## src/rtl/spg_defs.svh

```systemverilog
// offsets, field positions, reset values and timing counts for the swipe and palm engine
`ifndef SPG_DEFS_SVH
`define SPG_DEFS_SVH
`define SPG_OFS_ENABLE 8'h00
`define SPG_OFS_INIT_DIST 8'h04
`define SPG_OFS_CONS_DIST 8'h08
`define SPG_OFS_TIMES 8'h0C
`define SPG_OFS_LIMITS 8'h10
`define SPG_OFS_STATUS 8'h14
`define SPG_OFS_REL 8'h18
`define SPG_OFS_GEST 8'h1C
`define SPG_EN_SWIPE_LSB 0
`define SPG_EN_HOLD_LSB 4
`define SPG_EN_PALM 8
`define SPG_EN_EVENT_MODE 9
`define SPG_ST_EVENT 9
`define SPG_ENABLE_RST 32'h0000_01FF
`define SPG_INIT_DIST_RST 32'h0064_0064
`define SPG_CONS_DIST_RST 32'h0032_0032
`define SPG_TIMES_RST 32'h012C_0096
`define SPG_LIMITS_RST 32'h0014_1440
`define SPG_ANGLE_64X 64
`define SPG_MS_NS 1000000
`define SPG_CLK_NS 4
`endif

```

## src/rtl/spg_pkg.sv

```systemverilog
// types shared by the swipe and palm engine
package spg_pkg;
  // tracking state of the first finger
  typedef enum logic [1:0] {
    SPG_IDLE,
    SPG_TRACK,
    SPG_SWIPED,
    SPG_HELD
  } spg_state_t;
  // signed displacement between two coordinates
  typedef logic signed [16:0] spg_disp_t;
endpackage

```

## src/rtl/spg_ms_timer.sv

```systemverilog
// millisecond tick divider and saturating elapsed-time counter
`include "spg_defs.svh"
module spg_ms_timer #(
  parameter int MS_CYCLES = `SPG_MS_NS / `SPG_CLK_NS
) (
  input wire logic sys_clk_i,
  input wire logic nrst_i,
  input wire logic clr_i,
  output logic [15:0] ms_o
);
  // the divider must hold at least one cycle
  if (MS_CYCLES < 1) begin : g_bad
    $error("MS_CYCLES must be at least 1");
  end
  logic [31:0] div; // cycles within the current millisecond
  // divider restarts with the count so that the first ms is a whole one
  always_ff @(posedge sys_clk_i or negedge nrst_i) begin
    if (!nrst_i) begin
      div <= 32'h0;
      ms_o <= 16'h0;
    end else if (clr_i) begin
      div <= 32'h0;
      ms_o <= 16'h0;
    end else if (div == 32'(MS_CYCLES - 1)) begin
      div <= 32'h0;
      // saturate so a long press never wraps back under a limit
      if (ms_o != 16'hFFFF) begin
        ms_o <= ms_o + 16'h1;
      end
    end else begin
      div <= div + 32'h1;
    end
  end
endmodule

```

## src/rtl/spg_swipe_chk.sv

```systemverilog
// combinational swipe distance, axis, direction and angle check
module spg_swipe_chk (
  input wire spg_pkg::spg_disp_t dx_i,
  input wire spg_pkg::spg_disp_t dy_i,
  input wire logic [15:0] thr_x_i,
  input wire logic [15:0] thr_y_i,
  input wire logic [7:0] angle_i,
  output logic [15:0] ax_o,
  output logic [15:0] ay_o,
  output logic x_type_o,
  output logic neg_o,
  output logic hit_o
);
  `include "spg_defs.svh"
  logic [15:0] major; // displacement along the dominant axis
  logic [15:0] minor; // displacement across it
  logic [23:0] lhs; // 64 times the minor displacement
  logic [23:0] rhs; // angle setting times the major displacement
  // magnitudes never exceed 16 bits for unsigned 16-bit coordinates
  assign ax_o = dx_i[16] ? 16'(-dx_i) : dx_i[15:0];
  assign ay_o = dy_i[16] ? 16'(-dy_i) : dy_i[15:0];
  assign x_type_o = ax_o >= ay_o;
  assign major = x_type_o ? ax_o : ay_o;
  assign minor = x_type_o ? ay_o : ax_o;
  assign neg_o = x_type_o ? dx_i[16] : dy_i[16];
  assign lhs = {2'b00, minor, 6'h00};
  assign rhs = 24'(major * angle_i);
  assign hit_o = (x_type_o ? ax_o >= thr_x_i : ay_o >= thr_y_i) && lhs <= rhs && major != 16'h0;
endmodule

```

## src/rtl/spg_engine.sv

```systemverilog
// swipe, swipe-and-hold and palm gesture engine with AXI4-Lite registers
// Behaviour
// - away from origin positive, toward negative
// - swipe axis follows dominant movement
// - initial distance per axis must be travelled
// - initial distance within swipe time limit
// - angle within limit to one axis
// - swipe flag lasts one processing cycle
// - relative motion reported every cycle
// - angle setting is 64 times tangent
// - swipe displacement copied to gesture outputs
// - hold stationary for hold time after swipe
// - hold flag stays until finger release
// - without hold, repeat swipes past consecutive distance
// - no time limit on consecutive swipes
// - same axis consecutive, other axis initial
// - palm when touched channels reach threshold
// - palm stays until no touch remains
// - each gesture gated by enable mask
// - only first finger data is evaluated
// - event mode raises event on report
`include "spg_defs.svh"
module spg_engine #(
  parameter int MS_CYCLES = `SPG_MS_NS / `SPG_CLK_NS,
  parameter int CH_W = 8
) (
  input wire logic sys_clk_i,
  input wire logic nrst_i,
  input wire logic cycle_stb_i,
  input wire logic touch_i,
  input wire logic [15:0] pos_x_i,
  input wire logic [15:0] pos_y_i,
  input wire logic [CH_W-1:0] ch_count_i,
  input wire logic [7:0] s_axi_awaddr,
  input wire logic s_axi_awvalid,
  output logic s_axi_awready,
  input wire logic [31:0] s_axi_wdata,
  input wire logic [3:0] s_axi_wstrb,
  input wire logic s_axi_wvalid,
  output logic s_axi_wready,
  output logic [1:0] s_axi_bresp,
  output logic s_axi_bvalid,
  input wire logic s_axi_bready,
  input wire logic [7:0] s_axi_araddr,
  input wire logic s_axi_arvalid,
  output logic s_axi_arready,
  output logic [31:0] s_axi_rdata,
  output logic [1:0] s_axi_rresp,
  output logic s_axi_rvalid,
  input wire logic s_axi_rready,
  output logic [8:0] gesture_o,
  output logic gesture_event_o
);
  if (CH_W < 1 || CH_W > 8) begin : g_bad
    $error("CH_W must be 1 to 8");
  end
  logic [31:0] reg_en; // enable mask and event mode
  logic [31:0] reg_init; // initial distances, y high
  logic [31:0] reg_cons; // consecutive distances, y high
  logic [31:0] reg_times; // swipe time low, hold time high
  logic [31:0] reg_lim; // angle, tap distance, palm threshold
  spg_pkg::spg_state_t state; // first finger tracking state
  logic [15:0] anchor_x; // touch start, last swipe or hold-mode move coordinate
  logic [15:0] anchor_y;
  logic [15:0] prev_x; // previous cycle coordinate
  logic [15:0] prev_y;
  logic last_x; // last swipe was on the x axis
  logic [3:0] swipe; // one-cycle swipe flags x+ x- y+ y-
  logic [3:0] hold; // latched swipe-and-hold flags
  logic palm; // latched flat hand flag
  logic evt; // pending gesture event
  logic [15:0] rel_x; // per-cycle movement
  logic [15:0] rel_y;
  logic [15:0] gest_x; // displacement behind the last swipe
  logic [15:0] gest_y;
  logic [15:0] ms; // ms since touch, first swipe or hold-mode move
  logic tmr_clr; // restart elapsed time
  spg_pkg::spg_disp_t dx; // movement from anchor
  spg_pkg::spg_disp_t dy;
  logic [15:0] ax; // movement magnitudes
  logic [15:0] ay;
  logic x_type; // dominant axis is x
  logic neg; // moving toward origin
  logic hit; // swipe conditions met
  logic [15:0] thr_x; // distance thresholds in use
  logic [15:0] thr_y;
  logic [1:0] dir; // flag index of the current movement
  logic hold_mode; // any swipe-and-hold enabled
  logic still; // within the stationary radius
  logic [8:0] rep_new; // flags rising this processing cycle
  logic wr_go; // write address and data both taken
  logic [31:0] wmask; // byte lanes from wstrb

  // decode a register offset into a hit for read and write
  function automatic logic is_mapped(input logic [7:0] a);
    return a[1:0] == 2'b00 && a <= `SPG_OFS_GEST;
  endfunction

  // only the first finger's coordinates feed this path
  assign dx = $signed({1'b0, pos_x_i}) - $signed({1'b0, anchor_x});
  assign dy = $signed({1'b0, pos_y_i}) - $signed({1'b0, anchor_y});
  // same axis uses consecutive, other axis initial
  assign thr_x = (state == spg_pkg::SPG_SWIPED && last_x) ? reg_cons[15:0] : reg_init[15:0];
  assign thr_y = (state == spg_pkg::SPG_SWIPED && !last_x) ? reg_cons[31:16] : reg_init[31:16];

  spg_swipe_chk u_chk (
    .dx_i(dx),
    .dy_i(dy),
    .thr_x_i(thr_x),
    .thr_y_i(thr_y),
    .angle_i(reg_lim[7:0]),
    .ax_o(ax),
    .ay_o(ay),
    .x_type_o(x_type),
    .neg_o(neg),
    .hit_o(hit)
  );
  assign dir = {~x_type, neg};
  assign hold_mode = |reg_en[`SPG_EN_HOLD_LSB +: 4];
  assign still = ax <= {8'h00, reg_lim[15:8]} && ay <= {8'h00, reg_lim[15:8]};

  // timer restarts on a new touch, a first swipe from tracking or a move while holding; a late hit must not restart it
  assign tmr_clr = cycle_stb_i && (!touch_i || state == spg_pkg::SPG_IDLE ||
                   (state == spg_pkg::SPG_TRACK && hit && ms <= reg_times[15:0]) ||
                   (state == spg_pkg::SPG_SWIPED && hold_mode && !still));
  spg_ms_timer #(
    .MS_CYCLES(MS_CYCLES)
  ) u_tmr (
    .sys_clk_i(sys_clk_i),
    .nrst_i(nrst_i),
    .clr_i(tmr_clr),
    .ms_o(ms)
  );

  // finger tracking state machine, advanced once per processing cycle
  always_ff @(posedge sys_clk_i or negedge nrst_i) begin
    if (!nrst_i) begin
      state <= spg_pkg::SPG_IDLE;
      anchor_x <= 16'h0;
      anchor_y <= 16'h0;
      last_x <= 1'b0;
    end else if (cycle_stb_i) begin
      if (!touch_i) begin
        state <= spg_pkg::SPG_IDLE;
      end else begin
        unique case (state)
          spg_pkg::SPG_IDLE: begin
            anchor_x <= pos_x_i;
            anchor_y <= pos_y_i;
            state <= spg_pkg::SPG_TRACK;
          end
          spg_pkg::SPG_TRACK: begin
            if (hit && ms <= reg_times[15:0]) begin
              anchor_x <= pos_x_i;
              anchor_y <= pos_y_i;
              last_x <= x_type;
              state <= spg_pkg::SPG_SWIPED;
            end
          end
          spg_pkg::SPG_SWIPED: begin
            if (hold_mode) begin
              // re-anchor on movement, hold after hold time
              if (!still) begin
                anchor_x <= pos_x_i;
                anchor_y <= pos_y_i;
              end else if (ms >= reg_times[31:16]) begin
                state <= spg_pkg::SPG_HELD;
              end
            end else if (hit) begin
              // consecutive swipes ignore the time limit
              anchor_x <= pos_x_i;
              anchor_y <= pos_y_i;
              last_x <= x_type;
            end
          end
          spg_pkg::SPG_HELD: begin
            state <= spg_pkg::SPG_HELD;
          end
        endcase
      end
    end
  end

  // gesture flags, updated only on processing cycles
  always_ff @(posedge sys_clk_i or negedge nrst_i) begin
    if (!nrst_i) begin
      swipe <= 4'h0;
      hold <= 4'h0;
      gest_x <= 16'h0;
      gest_y <= 16'h0;
    end else if (cycle_stb_i) begin
      // a swipe flag is cleared at the next processing cycle
      swipe <= 4'h0;
      if (touch_i && hit && ((state == spg_pkg::SPG_TRACK && ms <= reg_times[15:0]) ||
          (state == spg_pkg::SPG_SWIPED && !hold_mode))) begin
        swipe[dir] <= reg_en[`SPG_EN_SWIPE_LSB + 32'(dir)];
        gest_x <= dx[15:0];
        gest_y <= dy[15:0];
      end
      // hold flags clear only on release
      if (!touch_i) begin
        hold <= 4'h0;
      end else if (state == spg_pkg::SPG_SWIPED && hold_mode && still && ms >= reg_times[31:16]) begin
        hold[{~last_x, gest_x[15] & last_x | gest_y[15] & ~last_x}] <=
          reg_en[`SPG_EN_HOLD_LSB + 32'({~last_x, gest_x[15] & last_x | gest_y[15] & ~last_x})];
      end
    end
  end

  // palm flag: set on the channel count, cleared on a full release
  always_ff @(posedge sys_clk_i or negedge nrst_i) begin
    if (!nrst_i) begin
      palm <= 1'b0;
    end else if (cycle_stb_i) begin
      if (reg_en[`SPG_EN_PALM] && ch_count_i >= CH_W'(reg_lim[23:16]) && ch_count_i != '0) begin
        palm <= 1'b1;
      // clear only when no touch remains
      end else if (ch_count_i == '0 && !touch_i) begin
        palm <= 1'b0;
      end
    end
  end

  // relative motion of the first finger, zero while untouched
  always_ff @(posedge sys_clk_i or negedge nrst_i) begin
    if (!nrst_i) begin
      prev_x <= 16'h0;
      prev_y <= 16'h0;
      rel_x <= 16'h0;
      rel_y <= 16'h0;
    end else if (cycle_stb_i) begin
      prev_x <= pos_x_i;
      prev_y <= pos_y_i;
      if (touch_i && state != spg_pkg::SPG_IDLE) begin
        rel_x <= pos_x_i - prev_x;
        rel_y <= pos_y_i - prev_y;
      end else begin
        rel_x <= 16'h0;
        rel_y <= 16'h0;
      end
    end
  end

  // a rising flag in event mode opens a host window until software acknowledges
  assign rep_new = {palm, hold, swipe} & ~gesture_o;
  always_ff @(posedge sys_clk_i or negedge nrst_i) begin
    if (!nrst_i) begin
      gesture_o <= 9'h0;
      evt <= 1'b0;
    end else begin
      gesture_o <= {palm, hold, swipe};
      // set wins over a same-cycle acknowledge
      if (reg_en[`SPG_EN_EVENT_MODE] && |rep_new) begin
        evt <= 1'b1;
      end else if (wr_go && s_axi_awaddr == `SPG_OFS_STATUS && s_axi_wstrb[1] && s_axi_wdata[`SPG_ST_EVENT]) begin
        evt <= 1'b0;
      end
    end
  end
  assign gesture_event_o = evt;

  // write channel: address and data are taken together, one response at a time
  assign wr_go = s_axi_awvalid && s_axi_wvalid && !s_axi_bvalid;
  assign s_axi_awready = wr_go;
  assign s_axi_wready = wr_go;
  assign wmask = {{8{s_axi_wstrb[3]}}, {8{s_axi_wstrb[2]}}, {8{s_axi_wstrb[1]}}, {8{s_axi_wstrb[0]}}};

  // configuration registers with byte-lane writes
  always_ff @(posedge sys_clk_i or negedge nrst_i) begin
    if (!nrst_i) begin
      reg_en <= `SPG_ENABLE_RST;
      reg_init <= `SPG_INIT_DIST_RST;
      reg_cons <= `SPG_CONS_DIST_RST;
      reg_times <= `SPG_TIMES_RST;
      reg_lim <= `SPG_LIMITS_RST;
    end else if (wr_go) begin
      unique case (s_axi_awaddr)
        `SPG_OFS_ENABLE: reg_en <= ((reg_en & ~wmask) | (s_axi_wdata & wmask)) & 32'h0000_03FF;
        `SPG_OFS_INIT_DIST: reg_init <= (reg_init & ~wmask) | (s_axi_wdata & wmask);
        `SPG_OFS_CONS_DIST: reg_cons <= (reg_cons & ~wmask) | (s_axi_wdata & wmask);
        `SPG_OFS_TIMES: reg_times <= (reg_times & ~wmask) | (s_axi_wdata & wmask);
        `SPG_OFS_LIMITS: reg_lim <= ((reg_lim & ~wmask) | (s_axi_wdata & wmask)) & 32'h00FF_FFFF;
        default: reg_en <= reg_en;
      endcase
    end
  end

  // write response: slave error for an unmapped offset
  always_ff @(posedge sys_clk_i or negedge nrst_i) begin
    if (!nrst_i) begin
      s_axi_bvalid <= 1'b0;
      s_axi_bresp <= 2'b00;
    end else if (wr_go) begin
      s_axi_bvalid <= 1'b1;
      s_axi_bresp <= is_mapped(s_axi_awaddr) ? 2'b00 : 2'b10;
    end else if (s_axi_bready) begin
      s_axi_bvalid <= 1'b0;
    end
  end

  // read channel: one outstanding read, data registered
  assign s_axi_arready = !s_axi_rvalid;
  always_ff @(posedge sys_clk_i or negedge nrst_i) begin
    if (!nrst_i) begin
      s_axi_rvalid <= 1'b0;
      s_axi_rdata <= 32'h0;
      s_axi_rresp <= 2'b00;
    end else if (s_axi_arvalid && !s_axi_rvalid) begin
      s_axi_rvalid <= 1'b1;
      s_axi_rresp <= is_mapped(s_axi_araddr) ? 2'b00 : 2'b10;
      unique case (s_axi_araddr)
        `SPG_OFS_ENABLE: s_axi_rdata <= reg_en;
        `SPG_OFS_INIT_DIST: s_axi_rdata <= reg_init;
        `SPG_OFS_CONS_DIST: s_axi_rdata <= reg_cons;
        `SPG_OFS_TIMES: s_axi_rdata <= reg_times;
        `SPG_OFS_LIMITS: s_axi_rdata <= reg_lim;
        `SPG_OFS_STATUS: s_axi_rdata <= {22'h0, evt, gesture_o};
        `SPG_OFS_REL: s_axi_rdata <= {rel_y, rel_x};
        `SPG_OFS_GEST: s_axi_rdata <= {gest_y, gest_x};
        default: s_axi_rdata <= 32'h0;
      endcase
    end else if (s_axi_rready) begin
      s_axi_rvalid <= 1'b0;
    end
  end
endmodule

```

## config.mk

```make
export PLATFORM = sky130hd
export DESIGN_NAME = spg_engine
export DESIGN_NICKNAME = d
export VERILOG_FILES = /design/src/rtl/spg_pkg.sv /design/src/rtl/spg_ms_timer.sv /design/src/rtl/spg_swipe_chk.sv /design/src/rtl/spg_engine.sv
export VERILOG_INCLUDE_DIRS = /design/src /design/src/rtl
export SDC_FILE = /design/constraint.sdc
export NUM_CORES = 1
export LEC_CHECK = 0
export ABC_AREA = 1
export ABC_CLOCK_PERIOD_IN_PS = 13050
export CORE_AREA = 2 2 203 304
export DETAILED_ROUTE_END_ITERATION = 12
export DIE_AREA = 0 0 205 306
export DONT_BUFFER_PORTS = 1
export PLACE_DENSITY_LB_ADDON = 0.1
export SYNTH_ARGS = -nofsm -noshare
export SYNTH_HDL_FRONTEND = slang
export SYNTH_SLANG_ARGS = --single-unit
export TNS_END_PERCENT = 10
```

## constraint.sdc

```tcl
create_clock -name sys_clk_i -period 13.05 [get_ports sys_clk_i]
set_input_delay 1.9575 -clock sys_clk_i [delete_from_list [all_inputs] [get_ports sys_clk_i]]
set_output_delay 1.9575 -clock sys_clk_i [all_outputs]
set_load 0.02 [all_outputs]
```

==> metrics.md <==
| Metric | Value |
|---|---|
| Worst setup path startpoint | `pos_y_i[0]` |
| Setup Skew | `0.0208 ns` |
| Multiplexer share of the synthesized area | `0.00256` |
| Length in cells of the worst reg-to-reg path | `61` |
| Relative max-transition margin | `-0.209` |
| Port Buffers | `0` |
| Pin count of the biggest net entering global routing | `365` |
| Post-cts hold buffer count | `0` |
| Area added between synthesis and finish | `8.10%` |
| Maximum net fanout on the critical path | `32` |
| Worst skew pair latency | `0.59 ns` |
| Critical-path cell with the highest stage delay | `sky130_fd_sc_hd__fa_1` |
| Final layout net count | `4042` |
| Min-Delay Path Depth | `0` |
| Number of warnings reported in the yosys synthesis log | `0` |
| Number of nets with antenna violations after routing | `0` |
| Total vias in the final route | `24200` |
| Number of buffers created by CTS | `41` |
| Worst-margin pin slew | `1.81 ns` |
| Ratio of total power to cell area | `277 mW/mm²` |
| EDFF count, synth | `0` |
| Post-DR vias/cell | `5.44` |
| Highest ir drop seen on vdd | `0.254 mV` |
| Count of cells resized by post-cts repair | `0` |
| Die outline area | `0.0627 mm²` |
| Initial antenna violation count | `1` |
| Global-route wire length before repair | `139000 µm` |
| Global-route usage over all layers | `0.291` |
| Clock edge transition at the registers on the reported setup and hold paths | `0.06 ns` |
| Share of the cycle needed by the critical path after routing | `0.928` |
| Achievable Freq | `82.6 MHz` |
| Area used by multi-input combinational logic | `0.0155 mm²` |
| Vert. Die Dim | `306 µm` |
| Violated checks | `max-slew violations` |
| Status | `finished with violations` |
| Synthesized-area fraction occupied by adder cells | `0.166` |
| Length of routed met3 wiring | `6210 µm` |
| Drt total wl | `91200 µm` |
| Compound-Gate Fraction of Synth Area | `0.130` |
| Clock tree buffer depth | `3` |
| Setup Fix Bufs, Post-CTS | `0` |
| Worst stage delay on the critical path | `0.56 ns` |
| Count of inserted antenna diode cells | `0` |
| Utilization of the core after routing | `0.493` |
| Leakage | `14.7 nW` |
| Starting density of the core | `0.456` |
| Hold violation total from the final report | `0` |
| Clock root buffer master | `sky130_fd_sc_hd__clkbuf_16` |
| Class of the tightest hold or removal check | `reg -> reg` |
| Category of the worst setup path capture point | `register` |
| First drt pass iteration count | `6` |
| Clock tree sinks | `364` |
| Sequential share of the synthesized area | `0.335` |
| Average footprint of a synthesized cell | `7.48 µm²` |
| Setup TNS | `0 ns` |
| Unrepaired setup endpoints after global routing | `no` |
| Fraction of final layout cells sized beyond drive strength 1 | `0.0576` |
| Core region area | `0.0600 mm²` |
| Sequential cell area | `0.00915 mm²` |
| Max-slew violation count | `149` |
| Crit Path Class | `in -> reg` |
| Cell occurring most often along the worst timing path | `sky130_fd_sc_hd__nand2_1` |
| Via count of the first global-routing pass | `23400` |
| WL met2 | `44700 µm` |
| Number of standard cells after synthesis | `3655` |
| Row Count | `110` |
| Chip Width | `205 µm` |
| Critical path startpoint category | `input port` |
| Dominant combinational cell family by area after synthesis | `simple AND/OR/NAND/NOR gates` |
| Total global routing overflow | `0` |
| Met1 wire length | `36200 µm` |
| Proportion of synthesized flip-flops having asynchronous set or reset | `1.00` |
| XOR/XNOR share of the synthesized area | `0.0266` |
| Synth cell types | `60` |
| Max cap viols | `0` |
| Highest metal layer used by the detailed router | `met5` |
| Routed wire per std cell | `20.5 µm` |
| Count of endpoints failing setup in the final report | `0` |
| Simple-gate portion of the synthesized area | `0.241` |
| Min Clock Period, post-route | `12.11 ns` |
| Arr. time, crit path | `12.58 ns` |
| Dpl hpwl | `71100 µm` |
| Layout filler cell count | `6148` |
| R2r startpoint | `anchor_y[0]` |
| Iteration-0 DRC Markers | `1998` |
| Total standard cell area after synthesis | `0.0273 mm²` |
| Worst Hold Launch | `swipe[3]` |
| TritonCTS clock tree | `done` |
| Last weighted congestion value of the routability-driven placer | `1.00` |
| Remaining design rule violation count | `0` |
| Deepest level of the CTS H-tree | `2` |
| Predominant post-synthesis flop cell | `sky130_fd_sc_hd__dfrtp_1` |
| Count of state elements after synthesis | `364` |
| Data required time at the worst endpoint | `13.52 ns` |
| I/O pin count | `152` |
cells by family (layout without fill, tap and decap cells):
kind of cell | count (synthesis) | after routing
and+or+nand+nor | 1592 | 1592
buffers and inverters | 678 | 686
AOI/OAI and AO/OA | 619 | 619
DFF | 364 | 364
adders and majority gates | 311 | 311
xor gates and xnor gates | 83 | 83
muxes | 7 | 7
other | 1 | 2
synth_stat cells, drive strengths merged, types with 28 or more instances:
master / count / area share
xnor2: 28 / 0.0090
buf: 31 / 0.0095
dfrtp: 330 / 0.30
nand4: 39 / 0.0089
nor3: 38 / 0.0070
nor2: 335 / 0.047
ha: 222 / 0.10
fa: 88 / 0.064
nand3: 180 / 0.034
a21oi: 126 / 0.024
dfstp: 34 / 0.033
o21ai: 343 / 0.063
xor2: 55 / 0.018
inv: 576 / 0.079
nand2: 965 / 0.14
clkbuf: 69 / 0.0095
o22ai: 30 / 0.0069
through the flow:
stage / hold slack (ns) / worst slack [ns] / instance area [µm²] / std cells / power (mW)
floorplan: 0.354 / 1.89 / 27400 / 3656 / 5.14
finish: 0.401 / 0.939 / 29600 / 4448 / 8.20
global placement: 0.359 / 0.569 / 28100 / 4372 / 6.78
CTS: 0.397 / 0.971 / 29600 / 4448 / 8.12
global route: 0.412 / 0.0820 / 29600 / 4448 / 8.83
detailed placement: 0.385 / 0.419 / 28100 / 4372 / 6.79
layout make-up:
type | count | area share
multi-input cells | 2614 | 0.525
flip-flops and latches | 364 | 0.310
inverters | 578 | 0.0736
clock buffers | 53 | 0.0390
well taps | 784 | 0.0332
clock inverters | 23 | 0.0116
repair buffers | 32 | 0.00813
per-layer routing:
metal,GRT usage,vias to the layer above
li1,-,11700
met1,0.362,11600
met2,0.502,750
met3,0.0495,183
met4,0.113,2
met5,0,-
report_power, final:
| group | leakage [nW] | internal (mW) | total, mW | switching, mW |
|---|---|---|---|---|
| Combinational | 9.16 | 1.63 | 5.54 | 3.92 |
| Clock | 0.716 | 0.771 | 1.30 | 0.529 |
| Sequential | 4.78 | 1.27 | 1.36 | 0.0910 |
layout by cell type (no fill, tap or decap), drive strengths merged, types with 5 or more instances in the layout:
cell type	Yosys	final
clkinv	2	10
buf	31	32
xor2	55	55
ha	222	222
a21o	8	8
clkbuf	69	53
o31ai	9	9
dfrtp	330	330
dfstp	34	34
nand4	39	39
o221ai	8	8
nor2	335	335
o2111ai	14	14
nor3b	5	5
nand3b	9	9
o211ai	9	9
nor4	12	12
xnor2	28	28
o21bai	10	10
inv	576	578
nand2	965	965
o22ai	30	30
a21oi	126	126
o21ai	343	343
nor3	38	38
fa	88	88
a31oi	5	5
a221oi	27	27
a211oi	6	6
nand3	180	180
clkinvlp	0	6
mux2i	7	7
and2	6	6
bufinv	0	7
critical path: cells and delay by family:
kind	cells	cell delay [ns]
buffers and inverters	8	0.81
and+or+nand+nor	30	3.41
adders and majority gates	9	3.71
xor gates and xnor gates	1	0.10
AOI/OAI and AO/OA	14	2.56
final timing paths:
kind	endpoint	slack [ns]
worst min-delay path	gesture_o[3]	0.40
worst max register to register	anchor_x[5]	2.00
worst max-delay path	anchor_x[5]	0.94
worst min register to register	gesture_o[3]	0.40
max in group asynchronous	anchor_x[1]	10.53
min in group asynchronous	async pin	1.17
(Power assumes the default switching activity.)
